$ cat src/spi_client_pkg.sv
// constants and carriers for the spi client block
// assumes a 200 MHz sys_clk and an avalon-mm master
package spi_client_pkg;
    // bus geometry
    localparam int ADDR_W = 5;
    // register word indexes, byte address = 4 * index
    localparam logic [2:0] IDX_CTRL_A = 3'h0;
    localparam logic [2:0] IDX_CTRL_B = 3'h1;
    localparam logic [2:0] IDX_FLAGS  = 3'h3;
    localparam logic [2:0] IDX_DATA   = 3'h4;
    // control_reg_a fields
    localparam int CA_ENABLE = 0;
    localparam int CA_HOST   = 5;
    localparam int CA_LSB    = 6;
    localparam logic [7:0] CA_MASK = 8'h61;
    // control_reg_b fields
    localparam int CB_CPHA    = 0;
    localparam int CB_CPOL    = 1;
    localparam int CB_SSD     = 2;
    localparam int CB_SS_OUT  = 3;
    localparam int CB_SO_OUT  = 4;
    localparam int CB_WFR     = 6;
    localparam int CB_BUF     = 7;
    localparam logic [7:0] CB_MASK = 8'hDF;
    // interrupt_flag_reg fields
    localparam int FL_IF    = 7;
    localparam int FL_WRITE_COLLISION_FLAG = 6;
    localparam int FL_RXC   = 7;
    localparam int FL_TXC   = 6;
    localparam int FL_DRE   = 5;
    // values after reset
    localparam logic [7:0] CTRL_A_RST = 8'h00;
    localparam logic [7:0] CTRL_B_RST = 8'h00;
    localparam logic       DRE_RST    = 1'b1;
    localparam logic       WAIT_RST   = 1'b1;
    localparam logic       OE_N_RST   = 1'b1;
    localparam logic [1:0] SS_SY_RST  = 2'h3;
    localparam logic [2:0] LAST_BIT   = 3'h7;
    // avalon request from the master
    typedef struct packed {
        logic              read;
        logic              write;
        logic [ADDR_W-1:0] address;
        logic [3:0]        byteenable;
        logic [31:0]       writedata;
    } avl_req_type;
    // serial pins seen by the client
    typedef struct packed {
        logic sck;
        logic ss_n;
        logic mosi;
    } spi_in_type;
endpackage

$ cat src/spi_client.sv
// spi client with multi-host fallback and buffered modes
// assumes: avalon-mm master on sys_clk, serial pins asynchronous
// assumes: remote host holds each sck phase over two clocks
// assumes: miso pad enable is low active, pad outside
// assumes: software polls flags, no interrupt line
// assumes: sys_clk far faster than sck
// Contract
// - low select drops host to client, flags
// - select-ignore set: select pin unused in host mode
// - select as output never affects host
// - client stays until software sets host
// - unbuffered client idle while select high
// - shift from first clock, flag byte
// - busy unbuffered write dropped, collision flag
// - select high resets counter, drops byte
// - buffered enable adds buffers and flags
// - wait-for-receive 0: dummy byte first
// - write to full buffer is dropped
// - empty flag falls on write, rises on move
// - receive flag one cycle after empty
// - transfer flag next cycle, all sent
// - wait-for-receive 1: first write to shifter
// - both buffered variants share flag behaviour
// - select, mosi, sck are inputs only
// - miso driven only while selected
// - four modes, opposite shift/sample edges
`timescale 1ns/10ps
`default_nettype none
module spi_client
    import spi_client_pkg::*;
(
    // clock and reset
    input  wire logic        sys_clk,
    input  wire logic        rstn,
    // avalon-mm slave
    input  wire avl_req_type avl_req,
    output logic [31:0]      avl_readdata,
    output logic             avl_waitrequest,
    // serial pins
    input  wire spi_in_type  spi_in,
    output logic             miso_out,
    output logic             miso_oe_n
);
    ////////////////////////////////////////////////////////////
    // whole state of the block
    // every field is a flop; reset and next state stay in step
    typedef struct packed {
        logic [1:0]  sck_sy;     // sck synchroniser
        logic [1:0]  ss_sy;      // select synchroniser
        logic [1:0]  mosi_sy;    // mosi synchroniser
        logic        sck_d;      // sck one cycle late
        logic [7:0]  ctrl_a;     // control_reg_a
        logic [7:0]  ctrl_b;     // control_reg_b
        logic        f_if;       // byte done / host lost
        logic        f_write_collision_flag;    // write_collision_flag
        logic        f_rxc;      // receive_complete_flag
        logic        f_txc;      // transfer_complete_flag
        logic        f_dre;      // tx_buffer_empty_flag
        logic [7:0]  sh;         // shift register
        logic [7:0]  rx;         // received byte
        logic [7:0]  txb;        // transmit holding buffer
        logic        txb_full;   // holding buffer occupied
        logic        sh_loaded;  // shifter holds fresh data
        logic [2:0]  cnt;        // bits sampled
        logic        pend;       // sampled bit waits shift
        logic        rxbit;      // sampled bit
        logic        done_d1;    // byte done, delayed 1
        logic        done_d2;    // byte done, delayed 2
        logic        waitreq;    // avalon waitrequest
        logic [31:0] rdata;      // avalon readdata
        logic        miso;       // miso level
        logic        miso_oe_n;  // miso enable, low drives
    } st_type;

    // one copy in flops, one computed each cycle
    st_type st_r;   // registered state
    st_type st_nxt; // next state

    ////////////////////////////////////////////////////////////
    // shift one bit in, order picked by lsb-first
    // shared by the shift edge and the byte completion,
    // so both paths keep one bit order
    function automatic logic [7:0] shift_in(
        input logic [7:0] v,
        input logic       b,
        input logic       lsb
    );
        shift_in = lsb ? {b, v[7:1]} : {v[6:0], b};
    endfunction

    ////////////////////////////////////////////////////////////
    // decoded controls and pin levels
    // plain wires from the state and the bus request, nothing stored
    logic       enable;    // unit enabled
    logic       host;      // host mode selected
    logic       lsb;       // lsb first
    logic       cpol;      // idle clock level
    logic       cpha;      // sample on trailing edge
    logic       select_ignore_bit;       // select_ignore_bit
    logic       ss_out;    // select pin is an output
    logic       buffered;  // buffered_mode_enable
    logic       wfr;       // wait_for_receive_bit
    logic       client;    // active as client
    logic       ss_high;   // synchronised select level
    logic       sck;       // synchronised sck level
    logic       lead;      // leading sck edge
    logic       trail;     // trailing sck edge
    logic       samp;      // sample edge
    logic       shft;      // shift edge
    logic       accept;    // bus request taken
    logic       wr_do;     // bus write takes effect
    logic [2:0] idx;       // register index
    logic       mapped;    // aligned address
    logic [7:0] byte_in;   // byte at completion
    logic [7:0] rd_byte;   // read data mux

    // control fields
    // client means enabled with the host bit clear
    assign enable   = st_r.ctrl_a[CA_ENABLE];
    assign host     = st_r.ctrl_a[CA_HOST];
    assign lsb      = st_r.ctrl_a[CA_LSB];
    assign cpol     = st_r.ctrl_b[CB_CPOL];
    assign cpha     = st_r.ctrl_b[CB_CPHA];
    assign select_ignore_bit      = st_r.ctrl_b[CB_SSD];
    assign ss_out   = st_r.ctrl_b[CB_SS_OUT];
    assign buffered = st_r.ctrl_b[CB_BUF];
    assign wfr      = st_r.ctrl_b[CB_WFR];
    assign client   = enable && !host;
    // two flops per pin against metastability;
    // a pin change shows up two cycles later
    // only second synchroniser stages are read here
    assign ss_high  = st_r.ss_sy[1];
    assign sck      = st_r.sck_sy[1];
    // an edge is a change against the copy one cycle older;
    // lead leaves the idle level, trail returns to it
    // edge mapping
    assign lead     = (sck != st_r.sck_d) && (sck != cpol);
    assign trail    = (sck != st_r.sck_d) && (sck == cpol);
    // cpha picks the sampling edge, the other one shifts
    // opposite edges
    assign samp     = cpha ? trail : lead;
    assign shft     = cpha ? lead : trail;
    // bus decode
    // taken while waitrequest is high; a write acts only in
    // the answer cycle, so it lands exactly once
    assign idx      = avl_req.address[ADDR_W-1:2];
    assign mapped   = (avl_req.address[1:0] == 2'h0);
    assign accept   = (avl_req.read || avl_req.write) && st_r.waitreq;
    assign wr_do    = avl_req.write && !st_r.waitreq && mapped
                      && avl_req.byteenable[0];
    assign byte_in  = shift_in(st_r.sh, st_r.mosi_sy[1], lsb);

    ////////////////////////////////////////////////////////////
    // read data selection
    // reads have no side effects; flags clear by writing one
    always_comb begin
        rd_byte = 8'h00;
        if (mapped) begin
            case (idx)
                IDX_CTRL_A: rd_byte = st_r.ctrl_a;
                IDX_CTRL_B: rd_byte = st_r.ctrl_b;
                // two layouts share one address
                // flag layout follows buffered mode
                IDX_FLAGS: begin
                    if (buffered) begin
                        rd_byte[FL_RXC] = st_r.f_rxc;
                        rd_byte[FL_TXC] = st_r.f_txc;
                        rd_byte[FL_DRE] = st_r.f_dre;
                    end else begin
                        rd_byte[FL_IF]    = st_r.f_if;
                        rd_byte[FL_WRITE_COLLISION_FLAG] = st_r.f_write_collision_flag;
                    end
                end
                IDX_DATA: rd_byte = st_r.rx;
                // unmapped words read zero
                default: rd_byte = 8'h00;
            endcase
        end
    end

    ////////////////////////////////////////////////////////////
    // next state
    // later assignments win: hardware sets sit after the
    // software clears, so a set beats a clear in one cycle
    always_comb begin
        st_nxt = st_r;
        // pins enter the synchronisers every cycle
        // pins sampled as inputs only
        st_nxt.sck_sy  = {st_r.sck_sy[0], spi_in.sck};
        st_nxt.ss_sy   = {st_r.ss_sy[0], spi_in.ss_n};
        st_nxt.mosi_sy = {st_r.mosi_sy[0], spi_in.mosi};
        st_nxt.sck_d   = sck;
        st_nxt.done_d1 = 1'b0;
        st_nxt.done_d2 = st_r.done_d1;

        // bus handshake: one wait cycle, then answer
        // readdata is caught at take time and held until the
        // next request, so a slow master still finds it
        st_nxt.waitreq = !accept;
        if (accept) begin
            st_nxt.rdata = {24'h0, rd_byte};
        end

        // control writes
        // reserved bits masked, they always read zero
        if (wr_do && idx == IDX_CTRL_A) begin
            st_nxt.ctrl_a = avl_req.writedata[7:0] & CA_MASK;
        end
        if (wr_do && idx == IDX_CTRL_B) begin
            st_nxt.ctrl_b = avl_req.writedata[7:0] & CB_MASK;
        end

        // flag clears, write one to clear
        // only the two upper bits of the layout clear;
        // the empty flag follows the buffer, read only
        if (wr_do && idx == IDX_FLAGS) begin
            if (buffered) begin
                if (avl_req.writedata[FL_RXC]) begin
                    st_nxt.f_rxc = 1'b0;
                end
                if (avl_req.writedata[FL_TXC]) begin
                    st_nxt.f_txc = 1'b0;
                end
            end else begin
                if (avl_req.writedata[FL_IF]) begin
                    st_nxt.f_if = 1'b0;
                end
                if (avl_req.writedata[FL_WRITE_COLLISION_FLAG]) begin
                    st_nxt.f_write_collision_flag = 1'b0;
                end
            end
        end

        // data register writes
        // unbuffered: straight to the shifter unless a byte
        // is under way; buffered: holding buffer only
        if (wr_do && idx == IDX_DATA) begin
            if (buffered) begin
                // writes go to holding buffer only while it is empty
                if (st_r.f_dre) begin
                    st_nxt.txb      = avl_req.writedata[7:0];
                    st_nxt.txb_full = 1'b1;
                    st_nxt.f_dre    = 1'b0;
                end
            end else if (client && !ss_high
                         && (st_r.cnt != 3'h0 || st_r.pend)) begin
                st_nxt.f_write_collision_flag = 1'b1;
            end else begin
                st_nxt.sh        = avl_req.writedata[7:0];
                st_nxt.sh_loaded = 1'b1;
            end
        end

        // the copy trails the write by one cycle and happens
        // only while deselected, never inside a frame
        // first write moves to shifter
        if (client && buffered && wfr && ss_high
            && st_r.txb_full && !st_r.sh_loaded) begin
            st_nxt.sh        = st_r.txb;
            st_nxt.sh_loaded = 1'b1;
            st_nxt.txb_full  = 1'b0;
            st_nxt.f_dre     = 1'b1;
        end

        // host fallback on a low select input
        // another host pulling select low wins; software sets
        // the host bit again, a same-cycle write loses
        // select ignored when ssd set
        if (enable && host && !select_ignore_bit && !ss_out && !ss_high) begin
            st_nxt.ctrl_a[CA_HOST] = 1'b0;
            st_nxt.f_if            = 1'b1;
        end

        // shift engine
        // a sample edge takes and counts the mosi bit; the
        // other edge shifts it in, which moves miso on
        // on the eighth sample the byte completes at once and
        // a byte waiting in the holding buffer loads, so miso is ready for the next
        // select high clears the count, so a cut frame leaves
        // no partial bits behind
        if (!client || ss_high) begin
            st_nxt.cnt  = 3'h0;
            st_nxt.pend = 1'b0;
        end else if (samp) begin
            if (st_r.cnt == LAST_BIT) begin
                st_nxt.cnt     = 3'h0;
                st_nxt.pend    = 1'b0;
                st_nxt.rx      = byte_in;
                st_nxt.done_d1 = buffered;
                if (!buffered) begin
                    st_nxt.f_if      = 1'b1;
                    st_nxt.sh        = byte_in;
                    st_nxt.sh_loaded = 1'b0;
                end else if (st_r.txb_full) begin
                    st_nxt.sh        = st_r.txb;
                    st_nxt.sh_loaded = 1'b1;
                    st_nxt.txb_full  = 1'b0;
                    st_nxt.f_dre     = 1'b1;
                end else begin
                    st_nxt.sh        = byte_in;
                    st_nxt.sh_loaded = 1'b0;
                end
            end else begin
                st_nxt.cnt   = st_r.cnt + 3'h1;
                st_nxt.rxbit = st_r.mosi_sy[1];
                st_nxt.pend  = 1'b1;
            end
        end else if (shft && st_r.pend) begin
            st_nxt.sh   = shift_in(st_r.sh, st_r.rxbit, lsb);
            st_nxt.pend = 1'b0;
        end

        // done_d1 and done_d2 stage the buffered flags one and
        // two cycles behind the byte completion
        // extra flags only when buffered
        if (st_r.done_d1) begin
            st_nxt.f_rxc = 1'b1;
        end
        if (st_r.done_d2 && !st_r.txb_full && !st_r.sh_loaded) begin
            st_nxt.f_txc = 1'b1;
        end

        // serial output
        // miso shows the shifter end picked by the bit order;
        // the pad enable falls only while selected
        st_nxt.miso      = lsb ? st_r.sh[0] : st_r.sh[7];
        st_nxt.miso_oe_n = !(client && st_r.ctrl_b[CB_SO_OUT]
                             && !ss_high);
    end

    ////////////////////////////////////////////////////////////
    // state register
    // reset loads constants only; all flags low except the
    // empty flag; waitrequest and miso enable idle high
    always_ff @(posedge sys_clk or negedge rstn) begin
        if (!rstn) begin
            st_r           <= '0;
            st_r.ctrl_a    <= CTRL_A_RST;
            st_r.ctrl_b    <= CTRL_B_RST;
            st_r.f_dre     <= DRE_RST;
            st_r.waitreq   <= WAIT_RST;
            st_r.miso_oe_n <= OE_N_RST;
            // select synchroniser starts at the idle level
            st_r.ss_sy     <= SS_SY_RST;
        end else begin
            st_r <= st_nxt;
        end
    end

    // outputs straight from flops
    // nothing between state and pins, so no glitches
    assign avl_readdata    = st_r.rdata;
    assign avl_waitrequest = st_r.waitreq;
    assign miso_out        = st_r.miso;
    assign miso_oe_n       = st_r.miso_oe_n;
endmodule // spi_client
`default_nettype wire

$ cat config.mk
export PLATFORM = sky130hd
export DESIGN_NAME = spi_client
export DESIGN_NICKNAME = d
export VERILOG_FILES = /design/src/spi_client_pkg.sv /design/src/spi_client.sv
export SDC_FILE = /design/constraint.sdc
export NUM_CORES = 1
export LEC_CHECK = 0
export ABC_AREA = 1
export BUFFER_PORTS_ARGS = -buffer_cell sky130_fd_sc_hd__buf_2
export CAP_MARGIN = 25
export CORE_ASPECT_RATIO = 1.5
export CORE_UTILIZATION = 49
export CTS_CLUSTER_SIZE = 20
export DETAILED_ROUTE_END_ITERATION = 6
export PLACE_DENSITY = 0.87
export SYNTH_ARGS = -nofsm -noshare
export SYNTH_HDL_FRONTEND = slang
export SYNTH_SLANG_ARGS = --single-unit
$ cat constraint.sdc
create_clock -name sys_clk -period 1.4 [get_ports sys_clk]
set_input_delay 0.28 -clock sys_clk [delete_from_list [all_inputs] [get_ports sys_clk]]
set_output_delay 0.28 -clock sys_clk [all_outputs]
set_load 0.05 [all_outputs]
After elaboration in Yosys (flattened, before gate mapping)
Cells that the tools add are included.
{"block": "word_totals", "register_bits": 66, "input_bits": 48, "out_inout_bits": 35, "wordCells": 157}
{"block": "classes", "add_sub_neg": 1, "n_eq_ne": 7, "mux": 64, "n_bitwise": 2, "n_reduce_logical": 57}
{"op": "$mux W8", "count": 10}
{"op": "$mux W1", "count": 36}
{"op": "$mux W17", "count": 2}
{"op": "$logic_and A1 B1 Y1", "count": 27}
{"op": "$mux W9", "count": 2}
{"op": "$reduce_bool A2 Y1", "count": 8}
{"op": "$pmux W5 S3", "count": 1}
{"op": "$reduce_and A3 Y1", "count": 5}
{"op": "$mux W2", "count": 7}
{"op": "$mux W4", "count": 3}
{"op": "$pmux W3 S4", "count": 1}
{"op": "$logic_not A1 Y1", "count": 10}
{"op": "$eq A3 B3 Y1 const B", "count": 2}
{"op": "$mux W6", "count": 1}
{"op": "$reduce_bool A3 Y1", "count": 2}
{"op": "$mux W5", "count": 1}
{"op": "$add A3 B1 Y3 const B", "count": 1}
{"op": "$eq A3 B1 Y1 const B", "count": 1}
{"op": "$eq A3 B2 Y1 const B", "count": 1}
{"op": "$logic_not A3 Y1", "count": 1}
{"op": "$logic_or A1 B1 Y1", "count": 3}
{"op": "$logic_not A2 Y1", "count": 1}
{"op": "$ne A1 B1 Y1", "count": 2}
{"op": "$not A1 Y1", "count": 2}
{"op": "$eq A1 B1 Y1", "count": 1}

Depth between registers and ports, before layout
{"block": "logic_depth", "depth_word": 13, "ltp_mapped": 10, "mapped_depth_nobuf": 10}

Worst setup path before layout
Ideal clock, no wire load.
{"block": "synth_timing", "path_type": "register to register", "startpoint": "reg st_r (netlist bit avl_waitrequest)", "endpoint": "reg st_r (netlist bit avl_readdata[0])", "setup_ns": 0.126, "arrival_ns": 1.565, "path_slack_ns": -0.291, "path_stages_with_launch": 6, "path_buffers": 0, "path_cell_list": "dfstp_2 inv_1 nor2_1 clkinv_1 nand2_1 o21ai_0"}
{"block": "synth_between", "elab_chain_len": 1}
{"item": "from (decl)", "line": "spi_client.sv:76", "rtl": "st_type st_r;"}
{"item": "from (signal assigned)", "line": "spi_client.sv:346", "rtl": "st_r <= st_nxt;"}
{"item": "$logic_and A1 B1 Y1", "line": "spi_client.sv:148", "rtl": "assign accept = (avl_req.read || avl_req.write) && st_r.waitreq;"}
Every way passes these cells.
A chain may end at the register's enable or synchronous reset.

==> run summary <==
======================================================================================
Status                                                                    finished with violations
Violations in the final reports                                           setup timing
Total clock buffers created by CTS                                                   9
Internal power                                                                 3.72 mW
Synthesized instance count                                                         471
Overall die area                                                            7770 sq um
Final standard cell count with taps included and fillers excluded                  658
Vertical extent of the die                                                      107 um
Unique masters post-synth                                                           34
Count of inserted antenna diode cells                                                0
Min Clock Period, post-route                                                   1610 ps
# Max-Cap Violations                                                                 0
Wire length of the first global-routing pass                                  15900 um
Vias after detailed routing                                                       3595
Highest-count cells in the layout ignoring fill and taps                  nand2_1 (139), dfrtp_1 (59), buf_4 (46)
Portion of the post-synthesis area used by sequential elements                   0.456
Register bit count reported by yosys                                                66
Top FF cell, synth                                                             dfrtp_1
Netlist area before placement                                               3630 sq um
Fmax achieved                                                                  620 MHz
Data required, critical path                                                   1690 ps
Final setup violation count                                                         27
Worst min-delay path class                                                input pin to register
Max-slew headroom                                                                0.656
Reg2Reg Capture Point                                                         st_r[67]
Leakage power total                                                            2.33 nW
Iter 0 DRT Violations                                                              285
Clock Pin Slew Worst Setup and Hold Paths                                        70 ps
Highest metal layer with signal wires                                             met4
Average wire per cell in the routed design                                     16.2 um
Final worst setup slack                                                        -214 ps
Per-instance average area after synthesis                                   7.72 sq um
Number of endpoints with negative hold slack in the final report                     0
Largest register FFs                                                                41
Worst Skew                                                                     12.9 ps
Slew @ Worst Pin                                                                512 ps
Fraction of final layout cells sized beyond drive strength 1                     0.290
Final Max Slew Viols                                                                 0
R2R Setup Slk                                                                  -210 ps
Most common library cell in the layout ignoring fill and taps                  nand2_1
Placed insts                                                                       631
Wire length on met1                                                            3800 um
Total routed wirelength                                                       10700 um
CTS max path bufs                                                                    2
Most flop-heavy register                                                          st_r
Worst endpoint data arrival time                                               1910 ps
Global route total overflow                                                          0
Highest ir drop seen on vdd                                                     735 uV
Switching Power                                                                1.85 mW
Clk Tree Root Cell                                                            clkbuf_8
TritonCTS clock tree                                                             built
Critical register-to-register path startpoint                                     host
Warning count from the yosys run                                                     0
RSZ-0062 raised after global routing                                               yes
Fillcell total                                                                     565
Max Fanout on Critical Path                                                          8
Fraction of power consumed by combinational cells                                0.262
Switching share of total power                                                   0.332
Growth of design area from synthesis to finish                                   29.3%
Sum of net half-perimeters after detailed placement                            6830 um
Chip width                                                                     72.3 um
Endpoint of the worst hold-timing path                                      st_nxt[95]
Crit end category                                                             register
Power density over the cells                                              1190 nW/um^2
Fraction of registers with async set/reset                                        1.00
Via/cell ratio                                                                    5.46
Count of flip-flops with a built-in enable after synthesis                           0
Weighted congestion reported at the end of routability-driven placement          0.968
Number of nets with antenna violations after detailed routing                        0
Final Net Count                                                                    604
Worst Hold Path Cells                                                                1
Vias in the first global route                                                    3454
Post-route DRC violation count                                                       0
First-pass iteration count of the detailed router                                    5
Port bufs                                                                           31
Origin of the worst min-delay path                                           spi_in[2]
Number of antenna violations at the first check in global routing                    0
Critical path launch point type                                               register
Share of the cycle needed by the critical path after routing                      1.15
Placeable Area                                                              7230 sq um
Routed wire length on met3                                                      620 um
Total routing resource utilization after global routing                          0.276
Worst reg2reg path depth                                                            10
Clock power share                                                                0.334
Maximum number of pins on one net before global-route repair                        67
Clock insertion delay at the later pin of the skew report                       360 ps
Number of levels the H-tree was split into                                           3
# clock sinks                                                                       66
Starting density of the core                                                     0.503
I/O pin count                                                                       83
Sequential Power Share                                                           0.404
Routed wire length on met2                                                     5650 um
Critical Setup Path Class                                                 register to register
End-of-flow core utilization                                                     0.650
Site Rows                                                                           38
======================================================================================
[metrics by stage]
step	total power, mW	instance area [sq um]	hold WS [ps]	worst slack, ps	TNS [ps]
floorplan	3.14	3800	-15.6	-60.4	-1170
global placement	3.51	4180	313	-148	-1970
detailed placement	3.55	4180	325	-216	-2960
CTS	5.44	4470	3.86	-208	-3500
global route	5.84	4700	17.7	-297	-7060
finish	5.57	4700	31.2	-214	-3860
[cells in the mapped netlist, types with 6 or more instances]
master    instances  area, sq um
nand4_1           9         56.3
o21ai_1          11         55.1
nand2_1         148          556
clkbuf_1          6         22.5
nor2_1           34          128
inv_1            37          139
o21bai_1          8         60.1
buf_4            32          240
o21ai_0          34          170
a21oi_1           7         35.0
dfrtp_1          61         1530
nand3_1          43          215
[power by group through the flow]
stage          clock network [mW]  registers, mW  logic, mW
6_report                     1.86           2.25       1.46
5_1_grt                      1.96           2.26       1.61
4_1_cts                      1.88           2.24       1.32
3_5_place_dp                    0           2.27       1.28
3_3_place_gp                    0           2.27       1.24
2_1_floorplan                   0           2.29      0.857
[routing by layer]
metal  GRT usage  up-vias
met3      0.0590       55
li1            -     1636
met5           0        -
met4       0.188        0
met2       0.476      205
met1       0.296     1699
[worst max path at each step]
| stage | endpoint | cells after the start | startpoint | slack, ps |
|---|---|---|---|---|
| after global placement | st_r[67] | 9 | sck | -150 |
| after global routing | st_r[63] | 10 | host | -300 |
| final | st_r[67] | 10 | host | -210 |
| after detailed placement | st_r[67] | 9 | sck | -220 |
| after floorplan | st_r[55] | 10 | sck | -60 |
| after CTS | st_r[67] | 10 | sck | -210 |
[worst max-delay path: stages (launching register included)]
cell	delay (ps)
dfrtp_1	390
inv_1	80
nand2_1	110
nor2_4	150
buf_4	180
inv_1	80
nor2_2	160
nand2_1	120
nand2_4	150
nand2_1	70
nand2_1	70
[repair_timing]
| action | CTS | global route |
|---|---|---|
| setup buffers | 1 | 6 |
| setup endpoints to repair | 29 | 44 |
| hold endpoints to repair | 61 | 1 |
| cloned | 0 | 2 |
| hold buffers | 1 | 1 |
| pin swaps | 13 | 19 |
| resized for setup | 16 | 48 |
[layout make-up]
| cell class | count | area (sq um) | share of cell area |
|---|---|---|---|
| well taps | 100 | 125 | 0.0266 |
| inverters | 41 | 158 | 0.0335 |
| flip-flops and latches | 66 | 1660 | 0.353 |
| multi-input cells | 347 | 1860 | 0.395 |
| clock inverters | 4 | 75.1 | 0.0160 |
| repair buffers | 88 | 669 | 0.142 |
| clock buffers | 12 | 155 | 0.0330 |
[cells by family (layout without fill, tap and decap cells)]
family          after synthesis  in the layout  share of synthesized area
simple gates                248            249                      0.297
buf+inv                      82            145                      0.122
compound gates               66             66                     0.0998
flops                        66             66                      0.456
fa+ha+maj                     3              3                     0.0103
mux                           3              3                    0.00826
xor+xnor                      2              2                    0.00482
other cells                   1             24                    0.00103
Power figures use the tool's default switching activity.
